`src/verilog/reload_timer_pkg.sv`:
```
// shared constants and types for the reload timer unit
package reload_timer_pkg;

	// ==========================================================
	// register bus
	localparam int          ADDR_W          = 8;     // byte address bits decoded
	localparam int          DATA_W          = 32;    // bus data width
	localparam logic [1:0]  RESP_OKAY       = 2'h0;  // normal answer
	localparam logic [1:0]  RESP_SLVERR     = 2'h2;  // unmapped offset

	// ==========================================================
	// register byte offsets
	localparam logic [ADDR_W-1:0] OFS_FIXED_PRE  = 8'h00; // fixed_prescaler
	localparam logic [ADDR_W-1:0] OFS_FIXED_TMR  = 8'h04; // fixed_timer
	localparam logic [ADDR_W-1:0] OFS_WIDE_LOW   = 8'h08; // wide_timer_low
	localparam logic [ADDR_W-1:0] OFS_WIDE_HIGH  = 8'h0C; // wide_timer_high
	localparam logic [ADDR_W-1:0] OFS_WIDE_MODE  = 8'h10; // wide timer control
	localparam logic [ADDR_W-1:0] OFS_SEL_PRE    = 8'h14; // selectable_prescaler
	localparam logic [ADDR_W-1:0] OFS_SEL_TMR    = 8'h18; // selectable timer
	localparam logic [ADDR_W-1:0] OFS_SEL_SRC    = 8'h1C; // count source select
	localparam logic [ADDR_W-1:0] OFS_FLAGS      = 8'h20; // request flags, w1c

	// ==========================================================
	// wide timer control fields
	localparam int MODE_LSB  = 0;   // two-bit mode field
	localparam int EDGE_BIT  = 2;   // 0 falling, 1 rising
	localparam int STOP_BIT  = 3;   // 1 halts counting
	localparam int CTRL_W    = 4;   // implemented control bits

	typedef enum logic [1:0] {
		WIDE_TIMER,
		WIDE_PERIOD,
		WIDE_EVENT,
		WIDE_PULSE_HL
	} wide_mode_t;

	// ==========================================================
	// request flag positions
	localparam int FLAG_FIXED = 0;  // fixed timer underflow
	localparam int FLAG_WIDE  = 1;  // wide timer underflow
	localparam int FLAG_PIN   = 2;  // input pin edge
	localparam int FLAG_SEL   = 3;  // selectable timer underflow
	localparam int FLAG_W     = 4;

	// ==========================================================
	// count source codes for the selectable pair
	localparam logic [1:0] SRC_DIV16 = 2'h0;
	localparam logic [1:0] SRC_DIV8  = 2'h1;
	localparam logic [1:0] SRC_DIV2  = 2'h2;
	localparam logic [1:0] SRC_DIV1  = 2'h3;
	localparam int         SRC_W     = 2;

	// ==========================================================
	// oscillator divider and reset values
	localparam int          OSC_DIV        = 16;
	localparam int          DIV_W          = $clog2(OSC_DIV);
	localparam logic [7:0]  BYTE_RESET     = 8'hFF;
	localparam logic [15:0] WIDE_RESET     = 16'hFFFF;

endpackage : reload_timer_pkg

```
`src/verilog/reload_timer_unit.sv`:
```
// reload timer unit: fixed pair, wide timer, selectable pair, AXI4-Lite slave

module reload_timer_unit
	import reload_timer_pkg::*;
(
	// clock and reset
	input  wire logic              aclk,
	input  wire logic              aresetn,
	// external event input, asynchronous
	input  wire logic              wide_timer_input_pin,
	// write address channel
	input  wire logic [ADDR_W-1:0] s_axi_awaddr,
	input  wire logic              s_axi_awvalid,
	output logic                   s_axi_awready,
	// write data channel
	input  wire logic [DATA_W-1:0] s_axi_wdata,
	input  wire logic [3:0]        s_axi_wstrb,
	input  wire logic              s_axi_wvalid,
	output logic                   s_axi_wready,
	// write response channel
	output logic [1:0]             s_axi_bresp,
	output logic                   s_axi_bvalid,
	input  wire logic              s_axi_bready,
	// read address channel
	input  wire logic [ADDR_W-1:0] s_axi_araddr,
	input  wire logic              s_axi_arvalid,
	output logic                   s_axi_arready,
	// read data channel
	output logic [DATA_W-1:0]      s_axi_rdata,
	output logic [1:0]             s_axi_rresp,
	output logic                   s_axi_rvalid,
	input  wire logic              s_axi_rready
);

	// ==========================================================
	// declarations
	logic [ADDR_W-1:0] aw_addr_reg;     // held write address
	logic [DATA_W-1:0] w_data_reg;      // held write data
	logic [3:0]        w_strb_reg;      // held byte enables
	logic              do_write;        // both halves present
	logic              wr_byte;         // low lane enabled
	logic              wr_mapped;       // write hits a register
	logic              rd_take;         // read address handshake
	logic [DATA_W-1:0] rd_value;        // read mux result
	logic              rd_mapped;       // read hits a register
	logic [7:0]        wbyte;           // written byte

	logic [DIV_W-1:0]  div_reg;         // free oscillator divider
	logic              tick16;          // oscillator over sixteen
	logic              sel_tick;        // selectable pair source

	logic              fixed_uf;        // fixed pair underflow pulse
	logic              sel_uf;          // selectable pair underflow pulse
	logic [7:0]        fixed_pre_cnt;
	logic [7:0]        fixed_tmr_cnt;
	logic [7:0]        sel_pre_cnt;
	logic [7:0]        sel_tmr_cnt;
	logic [SRC_W-1:0]  src_reg;         // selectable count source

	logic [CTRL_W-1:0] ctrl_reg;        // wide timer mode, edge, stop
	wide_mode_t        mode;
	logic              edge_rising;     // edge select bit
	logic              stopped;         // count stop bit
	logic [15:0]       wide_cnt_reg;    // live wide counter
	logic [15:0]       wide_latch_reg;  // wide reload value
	logic [7:0]        low_buf_reg;     // buffered low byte
	logic [15:0]       capture_reg;     // measured value
	logic              held_reg;        // capture awaiting read
	logic [7:0]        low_snap_reg;    // low byte frozen by high read
	logic [15:0]       wide_view;       // value shown to reads
	logic              measuring;       // either measurement mode
	logic              wide_tick;       // wide counter count pulse
	logic              wide_uf;         // wide counter passes zero
	logic              meas_edge;       // accepted measurement edge
	logic              pin_flag_set;    // pin request event
	logic              wide_uf_reg;     // registered underflow
	logic              wr_wide_high;
	logic              rd_wide_low;

	logic [2:0]        pin_sync_reg;    // two sync stages plus history
	logic              pin_rise;
	logic              pin_fall;
	logic              pin_sel_edge;

	logic [FLAG_W-1:0] flags_reg;       // sticky request flags
	logic [FLAG_W-1:0] flag_set;
	logic [FLAG_W-1:0] flag_clr;

	// ==========================================================
	// write path: address and data taken in either order
	always_ff @(posedge aclk) begin
		if (!aresetn) begin
			s_axi_awready <= 1'b1;
			aw_addr_reg   <= '0;
		end else if (s_axi_awvalid && s_axi_awready) begin
			s_axi_awready <= 1'b0;
			aw_addr_reg   <= {s_axi_awaddr[ADDR_W-1:2], 2'b00}; // byte lane bits ignored
		end else if (s_axi_bvalid && s_axi_bready) begin
			s_axi_awready <= 1'b1;
		end
	end

	// write data holding
	always_ff @(posedge aclk) begin
		if (!aresetn) begin
			s_axi_wready <= 1'b1;
			w_data_reg   <= '0;
			w_strb_reg   <= '0;
		end else if (s_axi_wvalid && s_axi_wready) begin
			s_axi_wready <= 1'b0;
			w_data_reg   <= s_axi_wdata;
			w_strb_reg   <= s_axi_wstrb;
		end else if (s_axi_bvalid && s_axi_bready) begin
			s_axi_wready <= 1'b1;
		end
	end

	// one write is performed once both halves are held
	assign do_write = !s_axi_awready && !s_axi_wready && !s_axi_bvalid;
	assign wr_byte  = do_write && w_strb_reg[0];
	assign wbyte    = w_data_reg[7:0];

	// write decode; unmapped answers with an error
	always_comb begin
		unique case ({aw_addr_reg[ADDR_W-1:2], 2'b00})
			OFS_FIXED_PRE, OFS_FIXED_TMR, OFS_WIDE_LOW, OFS_WIDE_HIGH,
			OFS_WIDE_MODE, OFS_SEL_PRE, OFS_SEL_TMR, OFS_SEL_SRC,
			OFS_FLAGS: wr_mapped = 1'b1;
			default:   wr_mapped = 1'b0;
		endcase
	end

	// write response
	always_ff @(posedge aclk) begin
		if (!aresetn) begin
			s_axi_bvalid <= 1'b0;
			s_axi_bresp  <= RESP_OKAY;
		end else if (do_write) begin
			s_axi_bvalid <= 1'b1;
			s_axi_bresp  <= wr_mapped ? RESP_OKAY : RESP_SLVERR;
		end else if (s_axi_bready) begin
			s_axi_bvalid <= 1'b0;
		end
	end

	// ==========================================================
	// oscillator divider and count sources
	always_ff @(posedge aclk) begin
		if (!aresetn) begin
			div_reg <= '0;
		end else begin
			div_reg <= div_reg + 1'b1;
		end
	end

	assign tick16 = &div_reg;

	// source mux; a limitation: faster sources share the same divider phase
	always_comb begin
		unique case (src_reg)
			SRC_DIV16: sel_tick = &div_reg;
			SRC_DIV8:  sel_tick = &div_reg[2:0];
			SRC_DIV2:  sel_tick = div_reg[0];
			SRC_DIV1:  sel_tick = 1'b1;
		endcase
	end

	// ==========================================================
	// the two eight-bit pairs; neither has a stop input
	timer_pair #(.WIDTH(8)) u_fixed (
		.aclk       (aclk),
		.aresetn    (aresetn),
		.tick       (tick16),
		.pre_load   (wr_byte && aw_addr_reg == OFS_FIXED_PRE),
		.tmr_load   (wr_byte && aw_addr_reg == OFS_FIXED_TMR),
		.load_value (wbyte),
		.pre_count  (fixed_pre_cnt),
		.tmr_count  (fixed_tmr_cnt),
		.underflow  (fixed_uf)
	);

	timer_pair #(.WIDTH(8)) u_select (
		.aclk       (aclk),
		.aresetn    (aresetn),
		.tick       (sel_tick),
		.pre_load   (wr_byte && aw_addr_reg == OFS_SEL_PRE),
		.tmr_load   (wr_byte && aw_addr_reg == OFS_SEL_TMR),
		.load_value (wbyte),
		.pre_count  (sel_pre_cnt),
		.tmr_count  (sel_tmr_cnt),
		.underflow  (sel_uf)
	);

	// source select register
	always_ff @(posedge aclk) begin
		if (!aresetn) begin
			src_reg <= SRC_DIV16;
		end else if (wr_byte && aw_addr_reg == OFS_SEL_SRC) begin
			src_reg <= wbyte[SRC_W-1:0];
		end
	end

	// ==========================================================
	// pin synchroniser; only the second stage and history are looked at
	always_ff @(posedge aclk) begin
		if (!aresetn) begin
			pin_sync_reg <= '0;
		end else begin
			pin_sync_reg <= {pin_sync_reg[1:0], wide_timer_input_pin};
		end
	end

	assign pin_rise     = pin_sync_reg[1] && !pin_sync_reg[2];
	assign pin_fall     = !pin_sync_reg[1] && pin_sync_reg[2];
	assign pin_sel_edge = edge_rising ? pin_rise : pin_fall;

	// ==========================================================
	// wide timer control
	always_ff @(posedge aclk) begin
		if (!aresetn) begin
			ctrl_reg <= '0;
		end else if (wr_byte && aw_addr_reg == OFS_WIDE_MODE) begin
			ctrl_reg <= wbyte[CTRL_W-1:0];
		end
	end

	assign mode        = wide_mode_t'(ctrl_reg[MODE_LSB +: 2]);
	assign edge_rising = ctrl_reg[EDGE_BIT];
	assign stopped     = ctrl_reg[STOP_BIT];
	assign measuring   = (mode == WIDE_PERIOD) || (mode == WIDE_PULSE_HL);

	// count pulse per mode; stop gates all of them
	always_comb begin
		unique case (mode)
			WIDE_EVENT: wide_tick = pin_sel_edge;
			WIDE_TIMER, WIDE_PERIOD, WIDE_PULSE_HL: begin
				wide_tick = tick16;
			end
		endcase
		if (stopped) begin
			wide_tick = 1'b0;
		end
	end

	// accepted edge: both polarities in pulse mode regardless of edge bit
	assign meas_edge = !stopped && ((mode == WIDE_PULSE_HL) ? (pin_rise || pin_fall)
		: ((mode == WIDE_PERIOD) && pin_sel_edge));
	assign pin_flag_set = (mode == WIDE_PULSE_HL) ? (pin_rise || pin_fall)
		: pin_sel_edge;
	assign wide_uf      = wide_tick && (wide_cnt_reg == '0);
	assign wr_wide_high = wr_byte && aw_addr_reg == OFS_WIDE_HIGH;

	// low byte is only buffered; high write commits both halves
	always_ff @(posedge aclk) begin
		if (!aresetn) begin
			low_buf_reg <= BYTE_RESET;
		end else if (wr_byte && aw_addr_reg == OFS_WIDE_LOW) begin
			low_buf_reg <= wbyte;
		end
	end

	// latch and counter
	always_ff @(posedge aclk) begin
		if (!aresetn) begin
			wide_latch_reg <= WIDE_RESET;
			wide_cnt_reg   <= WIDE_RESET;
		end else if (wr_wide_high) begin
			wide_latch_reg <= {wbyte, low_buf_reg};
			wide_cnt_reg   <= {wbyte, low_buf_reg};
		end else if (wide_uf || meas_edge) begin
			wide_cnt_reg   <= wide_latch_reg;
		end else if (wide_tick) begin
			wide_cnt_reg   <= wide_cnt_reg - 1'b1;
		end
	end

	// capture is frozen until the low byte read finishes the pair
	always_ff @(posedge aclk) begin
		if (!aresetn) begin
			capture_reg <= '0;
			held_reg    <= 1'b0;
		end else if (meas_edge && (!held_reg || rd_wide_low)) begin
			capture_reg <= wide_cnt_reg;
			held_reg    <= 1'b1;
		end else if (rd_wide_low) begin
			held_reg    <= 1'b0;
		end
	end

	assign wide_view = measuring ? capture_reg : wide_cnt_reg;

	// delay the wide underflow so the three underflow flag sets line up
	always_ff @(posedge aclk) begin
		if (!aresetn) begin
			wide_uf_reg <= 1'b0;
		end else begin
			wide_uf_reg <= wide_uf;
		end
	end

	// ==========================================================
	// request flags: a new event beats a clear in the same cycle
	assign flag_set[FLAG_FIXED] = fixed_uf;
	assign flag_set[FLAG_WIDE]  = wide_uf_reg;
	assign flag_set[FLAG_PIN]   = pin_flag_set;
	assign flag_set[FLAG_SEL]   = sel_uf;
	assign flag_clr = (wr_byte && aw_addr_reg == OFS_FLAGS) ? wbyte[FLAG_W-1:0] : '0;

	always_ff @(posedge aclk) begin
		if (!aresetn) begin
			flags_reg <= '0;
		end else begin
			for (int i = 0; i < FLAG_W; i++) begin
				if (flag_set[i]) begin
					flags_reg[i] <= 1'b1;
				end else if (flag_clr[i]) begin
					flags_reg[i] <= 1'b0;
				end
			end
		end
	end

	// ==========================================================
	// read path
	assign rd_take     = s_axi_arvalid && s_axi_arready;
	assign rd_wide_low = rd_take && ({s_axi_araddr[ADDR_W-1:2], 2'b00} == OFS_WIDE_LOW);

	// read mux; unmapped reads return zero with an error
	always_comb begin
		rd_value  = '0;
		rd_mapped = 1'b1;
		unique case ({s_axi_araddr[ADDR_W-1:2], 2'b00})
			OFS_FIXED_PRE: rd_value[7:0]        = fixed_pre_cnt;
			OFS_FIXED_TMR: rd_value[7:0]        = fixed_tmr_cnt;
			OFS_WIDE_LOW:  rd_value[7:0]        = low_snap_reg;
			OFS_WIDE_HIGH: rd_value[7:0]        = wide_view[15:8];
			OFS_WIDE_MODE: rd_value[CTRL_W-1:0] = ctrl_reg;
			OFS_SEL_PRE:   rd_value[7:0]        = sel_pre_cnt;
			OFS_SEL_TMR:   rd_value[7:0]        = sel_tmr_cnt;
			OFS_SEL_SRC:   rd_value[SRC_W-1:0]  = src_reg;
			OFS_FLAGS:     rd_value[FLAG_W-1:0] = flags_reg;
			default:       rd_mapped            = 1'b0;
		endcase
	end

	// high byte read freezes the low byte so the pair stays coherent
	always_ff @(posedge aclk) begin
		if (!aresetn) begin
			low_snap_reg <= '0;
		end else if (rd_take && ({s_axi_araddr[ADDR_W-1:2], 2'b00} == OFS_WIDE_HIGH)) begin
			low_snap_reg <= wide_view[7:0];
		end
	end

	// read handshake, one outstanding
	always_ff @(posedge aclk) begin
		if (!aresetn) begin
			s_axi_arready <= 1'b1;
			s_axi_rvalid  <= 1'b0;
			s_axi_rdata   <= '0;
			s_axi_rresp   <= RESP_OKAY;
		end else if (rd_take) begin
			s_axi_arready <= 1'b0;
			s_axi_rvalid  <= 1'b1;
			s_axi_rdata   <= rd_value;
			s_axi_rresp   <= rd_mapped ? RESP_OKAY : RESP_SLVERR;
		end else if (s_axi_rvalid && s_axi_rready) begin
			s_axi_arready <= 1'b1;
			s_axi_rvalid  <= 1'b0;
		end
	end

endmodule // reload_timer_unit

```
`src/verilog/timer_pair.sv`:
```
// prescaler feeding a timer, both down counting with reload latches
module timer_pair
	import reload_timer_pkg::*;
#(
	parameter int WIDTH = 8
) (
	// clock and reset
	input  wire logic             aclk,
	input  wire logic             aresetn,
	// count source and loads
	input  wire logic             tick,        // one count pulse
	input  wire logic             pre_load,    // write prescaler latch and counter
	input  wire logic             tmr_load,    // write timer latch and counter
	input  wire logic [WIDTH-1:0] load_value,
	// live counts and underflow
	output logic      [WIDTH-1:0] pre_count,
	output logic      [WIDTH-1:0] tmr_count,
	output logic                  underflow    // high one cycle per underflow
);

	// ==========================================================
	// elaboration check
	// reset value is one byte, so wider pairs cannot be reset cleanly
	if (WIDTH < 2 || WIDTH > 8) begin : g_bad_width
		$error("timer_pair width must be 2 to 8");
	end

	logic [WIDTH-1:0] pre_latch_reg;  // prescaler reload value
	logic [WIDTH-1:0] tmr_latch_reg;  // timer reload value
	logic             pre_uf;         // prescaler passes zero
	logic             tmr_uf;         // timer passes zero

	assign pre_uf = tick & (pre_count == '0);
	assign tmr_uf = pre_uf & (tmr_count == '0);

	// ==========================================================
	// prescaler: write loads both latch and counter
	always_ff @(posedge aclk) begin
		if (!aresetn) begin
			pre_latch_reg <= BYTE_RESET[WIDTH-1:0];
			pre_count     <= BYTE_RESET[WIDTH-1:0];
		end else if (pre_load) begin
			pre_latch_reg <= load_value;
			pre_count     <= load_value;
		end else if (pre_uf) begin
			pre_count     <= pre_latch_reg;
		end else if (tick) begin
			pre_count     <= pre_count - 1'b1;
		end
	end

	// ==========================================================
	// timer: clocked by prescaler underflows
	always_ff @(posedge aclk) begin
		if (!aresetn) begin
			tmr_latch_reg <= BYTE_RESET[WIDTH-1:0];
			tmr_count     <= BYTE_RESET[WIDTH-1:0];
		end else if (tmr_load) begin
			tmr_latch_reg <= load_value;
			tmr_count     <= load_value;
		end else if (tmr_uf) begin
			tmr_count     <= tmr_latch_reg;
		end else if (pre_uf) begin
			tmr_count     <= tmr_count - 1'b1;
		end
	end

	// ==========================================================
	// registered underflow pulse, rising on the same edge as the reload
	always_ff @(posedge aclk) begin
		if (!aresetn) begin
			underflow <= 1'b0;
		end else begin
			underflow <= tmr_uf;
		end
	end

endmodule // timer_pair

```
`config.mk`:
```
export PLATFORM = sky130hd
export DESIGN_NAME = reload_timer_unit
export DESIGN_NICKNAME = d
export VERILOG_FILES = /design/src/verilog/reload_timer_pkg.sv /design/src/verilog/reload_timer_unit.sv /design/src/verilog/timer_pair.sv
export SDC_FILE = /design/constraint.sdc
export NUM_CORES = 1
export LEC_CHECK = 0
export BUFFER_PORTS_ARGS = -buffer_cell sky130_fd_sc_hd__buf_4
export CAP_MARGIN = 20
export CORE_MARGIN = 2
export CORE_UTILIZATION = 53
export DETAILED_ROUTE_END_ITERATION = 6
export PLACE_DENSITY_LB_ADDON = 0.12
export REMOVE_ABC_BUFFERS = 1
export SLEW_MARGIN = 15
export SYNTH_ARGS = -nofsm -noshare
export SYNTH_HDL_FRONTEND = slang
export SYNTH_HIERARCHICAL = 1
export SYNTH_SLANG_ARGS = --single-unit
```
`constraint.sdc`:
```
create_clock -name aclk -period 2.24 [get_ports aclk]
set_input_delay 0 -clock aclk [delete_from_list [all_inputs] [get_ports aclk]]
set_output_delay 0 -clock aclk [all_outputs]
set_load 0.03 [all_outputs]
```
==> metrics.csv, run 1 <==
metric,value,unit
run_status,completed,
multi_input_area,5240,um2
worst_slack,0.0547,ns
clock_latency,0.45,ns
finClkSkew,0.0142,ns
route.detailed.drc,0,
htree_num_levels,4,
synth_edf_count,0,
m1WireLength,12.3,mm
holdWs,0.0186,ns
ir_worst_vdd,0.000619,V
cp_slowest_cell,or4_4,
io_buffers,43,
tightestPinTransition,0.800,ns
die_area,18600,um2
crit_arrival,2.56,ns
synth_common_cells,"dfxtp_1, nand2_1, a21oi_1, nor2_1, nand3_1",
die_y,136,um
cts_tree,done,
drv_slew,0,
start_util,0.539,
netlist_top_cells_area,"dfxtp_1, nand2_1, mux2i_1",
routed_wl,26.8,mm
synth.distinct_cells,81,
slowest_delay,0.56,ns
ys_warn_count,6,
rows,48,
via_count,8607,
crit_path_end_kind,flop,
ios,101,
syn_area_per_cell,8.36,um2
num_antenna_cells,0,
yosysSeqAreaShare,0.386,
period_minus_slack,2.19,ns
grt_pass1_wl,42.3,mm
clkTransAtPathRegs,0.07,ns
rrSetupSlack,0.05,ns
netlist_instances,1111,
setup_violations,0,
overflow,0,
finalCritPeriodShare,0.976,
grt_pass1_vias,7837,
finalHoldViolCount,0,
power_density,607,nW/um2
synth_ff_type,dfxtp_1,
synth_most_common_cell,dfxtp_1,
placed_cell_area,10200,um2
final-seq-area,3590,um2
dp_hpwl,18.6,mm
ant_nets,0,
yosys.area.top_type,dfxtp_1,
clock-root-buffer,clkbuf_16,
fmax,0.458,GHz
drt_pass1_iterations,6,
grt_usage,0.295,
clock_sinks,179,
wl_met2,11.9,mm
start_kind,flop,
synth_area,9290,um2
synth-async-reset-ratio,0,
cp_max_fo,5,
area_growth,20.1,%
coreArea,17200,um2
path_cells,ha_4 -> nand3_2 -> nor2_2 -> a211oi_1 -> a21oi_2 -> nand2_2 -> or4_4 -> a311o_1 -> a22oi_1,
design_area,11200,um2
place_congestion,0.908,
setup_tns,0,ns
cap_violations,0,
path_class,reg2reg,
synth_seq_cells,179,
final_net_count,1287,
slew-limit-headroom,0.466,
cp.required,2.61,ns
fillers,1470,
synth_top_cell_area_share,0.386,
wl_per_cell,18.5,um
post_drt_via_cell_ratio,5.93,
grt_max_degree,54,
drive_above_1_share,0.177,
antenna_found_initial,0,
p_leak,4.62,nW
hp-class,in2reg,
top_layer,met4,
die_x,136,um
dr_wl_met3,1.54,mm
total_power,6.78,mW
cts_buffer_depth,2,
place_ws,-0.00163,ns
initialDrtViolationCount,676,
cts_inserted_buffers,17,
-- report_power, final --
part	leakage [nW]	switching, mW	internal [mW]
sequential	1.45	0.0778	3.23
clock	0.274	1.41	1.57
combinational	2.89	0.306	0.187
total	4.62	1.79	4.98
-- stage by stage --
step,utilization,std cells
CTS,0.640,1448
floorplan,-,1035
global placement,0.591,1389
detailed placement,0.591,1389
finish,0.647,1452
global route,0.647,1452
-- metal layers --
| metal | vias up | GRT usage |
|---|---|---|
| met2 | 293 | 0.451 |
| met4 | 0 | 0.127 |
| li1 | 4165 | - |
| met3 | 76 | 0.0559 |
| met1 | 4073 | 0.407 |
| met5 | - | 0 |
-- cells by family (layout without fill, tap and decap cells) --
kind of cell	Yosys count	count (layout)	synth area share
fa+ha+maj	13	13	0.0175
buf+inv	136	225	0.0727
mux	48	48	0.0528
other cells	1	26	0.000404
simple gates	432	434	0.243
xor+xnor	20	20	0.0189
compound gates	282	282	0.209
flops	179	179	0.386
-- critical path: cells and delay by family (launching register included) --
family          cells  cell delay [ns]
compound gates      4             0.75
fa+ha+maj           1             0.14
flops               1             0.35
simple gates        4             0.86
-- worst paths after layout --
check                                      from                     to  depth (start not counted)
worst min register to register      wide_uf_reg           flags_reg[1]                          1
worst max-delay path                 div_reg[0]  u_select/tmr_count[5]                          9
worst min-delay path            s_axi_araddr[7]         s_axi_rdata[1]                          5
worst max register to register       div_reg[0]  u_select/tmr_count[5]                          9
-- timing repair --
item                       in CTS  in global routing
setup endpoints to repair       3                 50
pin swaps                       0                  8
resized for setup               2                 22
gates cloned                    0                  2
hold buffers                   27                  0
buffers inserted                0                  2
hold endpoints to repair       35                  0
-- layout by cell type, fill, tap and decap left out, types with 10 or more instances in the layout --
cell type / Yosys / layout
nor3_1: 25 / 24
conb_1: 1 / 26
or4_1: 10 / 10
mux2i_1: 42 / 42
nor4_1: 16 / 16
nand2_1: 144 / 143
nor2b_1: 18 / 18
buf_4: 27 / 122
dfxtp_1: 179 / 177
a221oi_1: 10 / 10
inv_1: 35 / 34
a31oi_1: 12 / 12
nor2_1: 71 / 68
a211oi_1: 11 / 11
o31ai_1: 16 / 16
a21oi_1: 72 / 71
xnor2_1: 14 / 14
o21ai_0: 52 / 52
ha_1: 13 / 12
dlygate4sd3_1: 0 / 27
nand2b_1: 21 / 19
o211ai_1: 12 / 12
a21boi_0: 17 / 17
a22oi_1: 10 / 10
clkbuf_16: 0 / 17
nand3_1: 57 / 56
-- cell type report --
type / count / area share
clock buffer: 18 / 0.0385
clock inverter: 14 / 0.0129
inverter: 35 / 0.0118
multi-input combinational: 823 / 0.469
sequential: 179 / 0.321
tap: 225 / 0.0252
timing repair buffer: 158 / 0.121
No activity file was read; power rests on OpenSTA's default activity.
==> inputs of run 2 (changes only) <==
CORE_UTILIZATION = 40   (was 53)
==> run 2 against run 1 <==
  * Clock skew about the same
  * Combinational power about the same
  * Clock power up 3%
  * Sequential power about the same
  * Total power up 1.2%
  * Design area up 2.6%
  * First-iteration DRC count down 1.2%
  * Critical path type unchanged
  * Sequential cell count unchanged
  * Sequential share of layout area down 0.81 points
  * Wire length up 6.4%
  * The flow now finishes with violations (setup timing)
  * Setup slack worse by 0.089 ns
==> metrics.csv, run 2 (synthesized netlist as in run 1, its figures left out) <==
metric,value,unit,change
crit_start,div_reg[1],,
wl_per_cell,18.7,um,+1.1%
clock_latency,0.44,ns,about the same
grt_pass1_wl,44.1,mm,+4.3%
finClkSkew,0.0140,ns,-0.000117 ns
die_area,24500,um2,+31%
finalHoldViolCount,0,,unchanged
final_cell_mix,"dfxtp_1, nand2_1, buf_4",,
area_growth,23.2,%,
rows,55,,+15%
ir_worst_vdd,0.000315,V,-49%
rr_worst_depth,9,,unchanged
overflow,0,,unchanged
initialDrtViolationCount,668,,-1.2%
crit_arrival,2.64,ns,+0.08 ns
start_util,0.409,,-0.130
holdWs,0.0189,ns,+0.000300 ns
worst_slack,-0.0345,ns,-0.0891 ns
min_from,s_axi_araddr[5],,
cts_tree,done,,
routed_wl,28.5,mm,+6.4%
setup_violations,1,,+1
run_status,"finished, violations left",,
coreArea,22700,um2,+32%
finalCritPeriodShare,1.02,,+0.0398
cts_inserted_buffers,17,,unchanged
period_minus_slack,2.27,ns,+0.0891 ns
drive_above_1_share,0.196,,+0.0193
r2r-end,u_select/tmr_count[5],,
clock-root-buffer,clkbuf_16,,
ios,101,,unchanged
final_net_count,1304,,+1.3%
drt_pass1_iterations,7,,+1
final_common_cell,dfxtp_1,,
reg2reg_from,div_reg[1],,
route.detailed.drc,0,,unchanged
via_count,8534,,-0.85%
drv_slew,0,,unchanged
cp_max_fo,7,,+2
fmax,0.440,GHz,-3.9%
violations,setup timing,,
rsz0062_at_grt,true,,
cp.required,2.61,ns,about the same
holdPathStages,3,,-2
crit_path_end_kind,flop,,
cts_buffer_depth,2,,unchanged
post_drt_via_cell_ratio,5.58,,-5.8%
power_density,599,nW/um2,-1.3%
num_antenna_cells,0,,unchanged
slew-limit-headroom,0.435,,-0.0313
dp_hpwl,19.4,mm,+4.5%
htree_num_levels,4,,unchanged
die_y,156,um,+15%
place_congestion,0.855,,-5.8%
grt_usage,0.232,,-0.0633
cap_violations,0,,unchanged
ant_nets,0,,unchanged
holdPathEnd,s_axi_rdata[2],,
p_leak,4.73,nW,+2.3%
grt_max_degree,53,,-1.9%
clock_sinks,179,,unchanged
path_cells,ha_4 -> nand3_4 -> nor2_4 -> a211oi_2 -> a21oi_2 -> nand2_2 -> or4_4 -> a311o_1 -> a22oi_1,,
slowest_delay,0.58,ns,+0.02 ns
place_ws,-0.0613,ns,-0.0597 ns
start_kind,flop,,
die_x,156,um,+15%
io_buffers,43,,unchanged
antenna_found_initial,0,,unchanged
hp-class,in2reg,,
path_class,reg2reg,,
clkTransAtPathRegs,0.08,ns,about the same
cp_slowest_cell,or4_4,,
fillers,2192,,+49%
rrSetupSlack,-0.03,ns,-0.09 ns
tightestPinTransition,0.847,ns,+0.0469 ns
grt_pass1_vias,7829,,-0.10%
## run 2: worst max path at each step
stage / slack, ns / depth (start not counted) / endpoint
2_1_floorplan: -1.0 / 6 / u_fixed/pre_count[3]
3_3_place_gp: 0.03 / 9 / u_select/tmr_count[5]
3_5_place_dp: -0.06 / 9 / u_select/tmr_count[5]
4_1_cts: 0.03 / 8 / u_fixed/pre_count[0]
5_1_grt: -0.11 / 9 / u_select/tmr_count[5]
6_report: -0.03 / 9 / u_select/tmr_count[5]
## run 2: per-layer routing
layer,GRT usage,part of all wire,vias up
met5,0,0,-
met4,0.0467,0.0097,0
met3,0.0374,0.059,22
met2,0.375,0.47,251
met1,0.327,0.47,4057
li1,-,-,4204
## run 2: cell type report
class	count	area, um2	area share
Clock buffer	18	429	0.0375
Timing Repair Buffer	175	1510	0.132
Clock inverter	14	159	0.0139
Multi-Input combinational cell	823	5280	0.461
Tap cell	285	357	0.0312
Sequential cell	179	3590	0.313
Inverter	35	131	0.0115
## run 2: where the power goes
group	switching (mW)	internal, mW
sequential	0.0831	3.23
clock	1.47	1.59
combinational	0.302	0.188
total	1.85	5.01
## run 2: critical path: cells and delay by family (launching register included)
family                     cells  cell delay (ns)
and+or+nand+nor                4             0.88
AOI/OAI and AO/OA              4             0.81
adders and majority gates      1             0.15
DFF                            1             0.36
## run 2: what timing repair did
action                                  in CTS  in global routing
pin swaps                                    1                 16
resized for setup                            2                 39
gates cloned                                 0                  2
endpoints found under the setup margin      21                 44
setup buffers                                1                  6
hold endpoints to repair                    23                  0
hold buffers                                27                  0
## run 2: stage by stage
stage / utilization / setup TNS [ns] / power [mW] / instances / instance area, um2
2_1_floorplan: - / -47.00 / 3.58 / 1035 / 8840
5_1_grt: 0.504 / -0.318 / 7.08 / 1529 / 11400
4_1_cts: 0.495 / 0 / 6.90 / 1521 / 11200
6_report: 0.504 / -0.0345 / 6.86 / 1529 / 11400
3_3_place_gp: 0.456 / 0 / 3.82 / 1461 / 10300
3_5_place_dp: 0.456 / -0.339 / 3.82 / 1461 / 10300
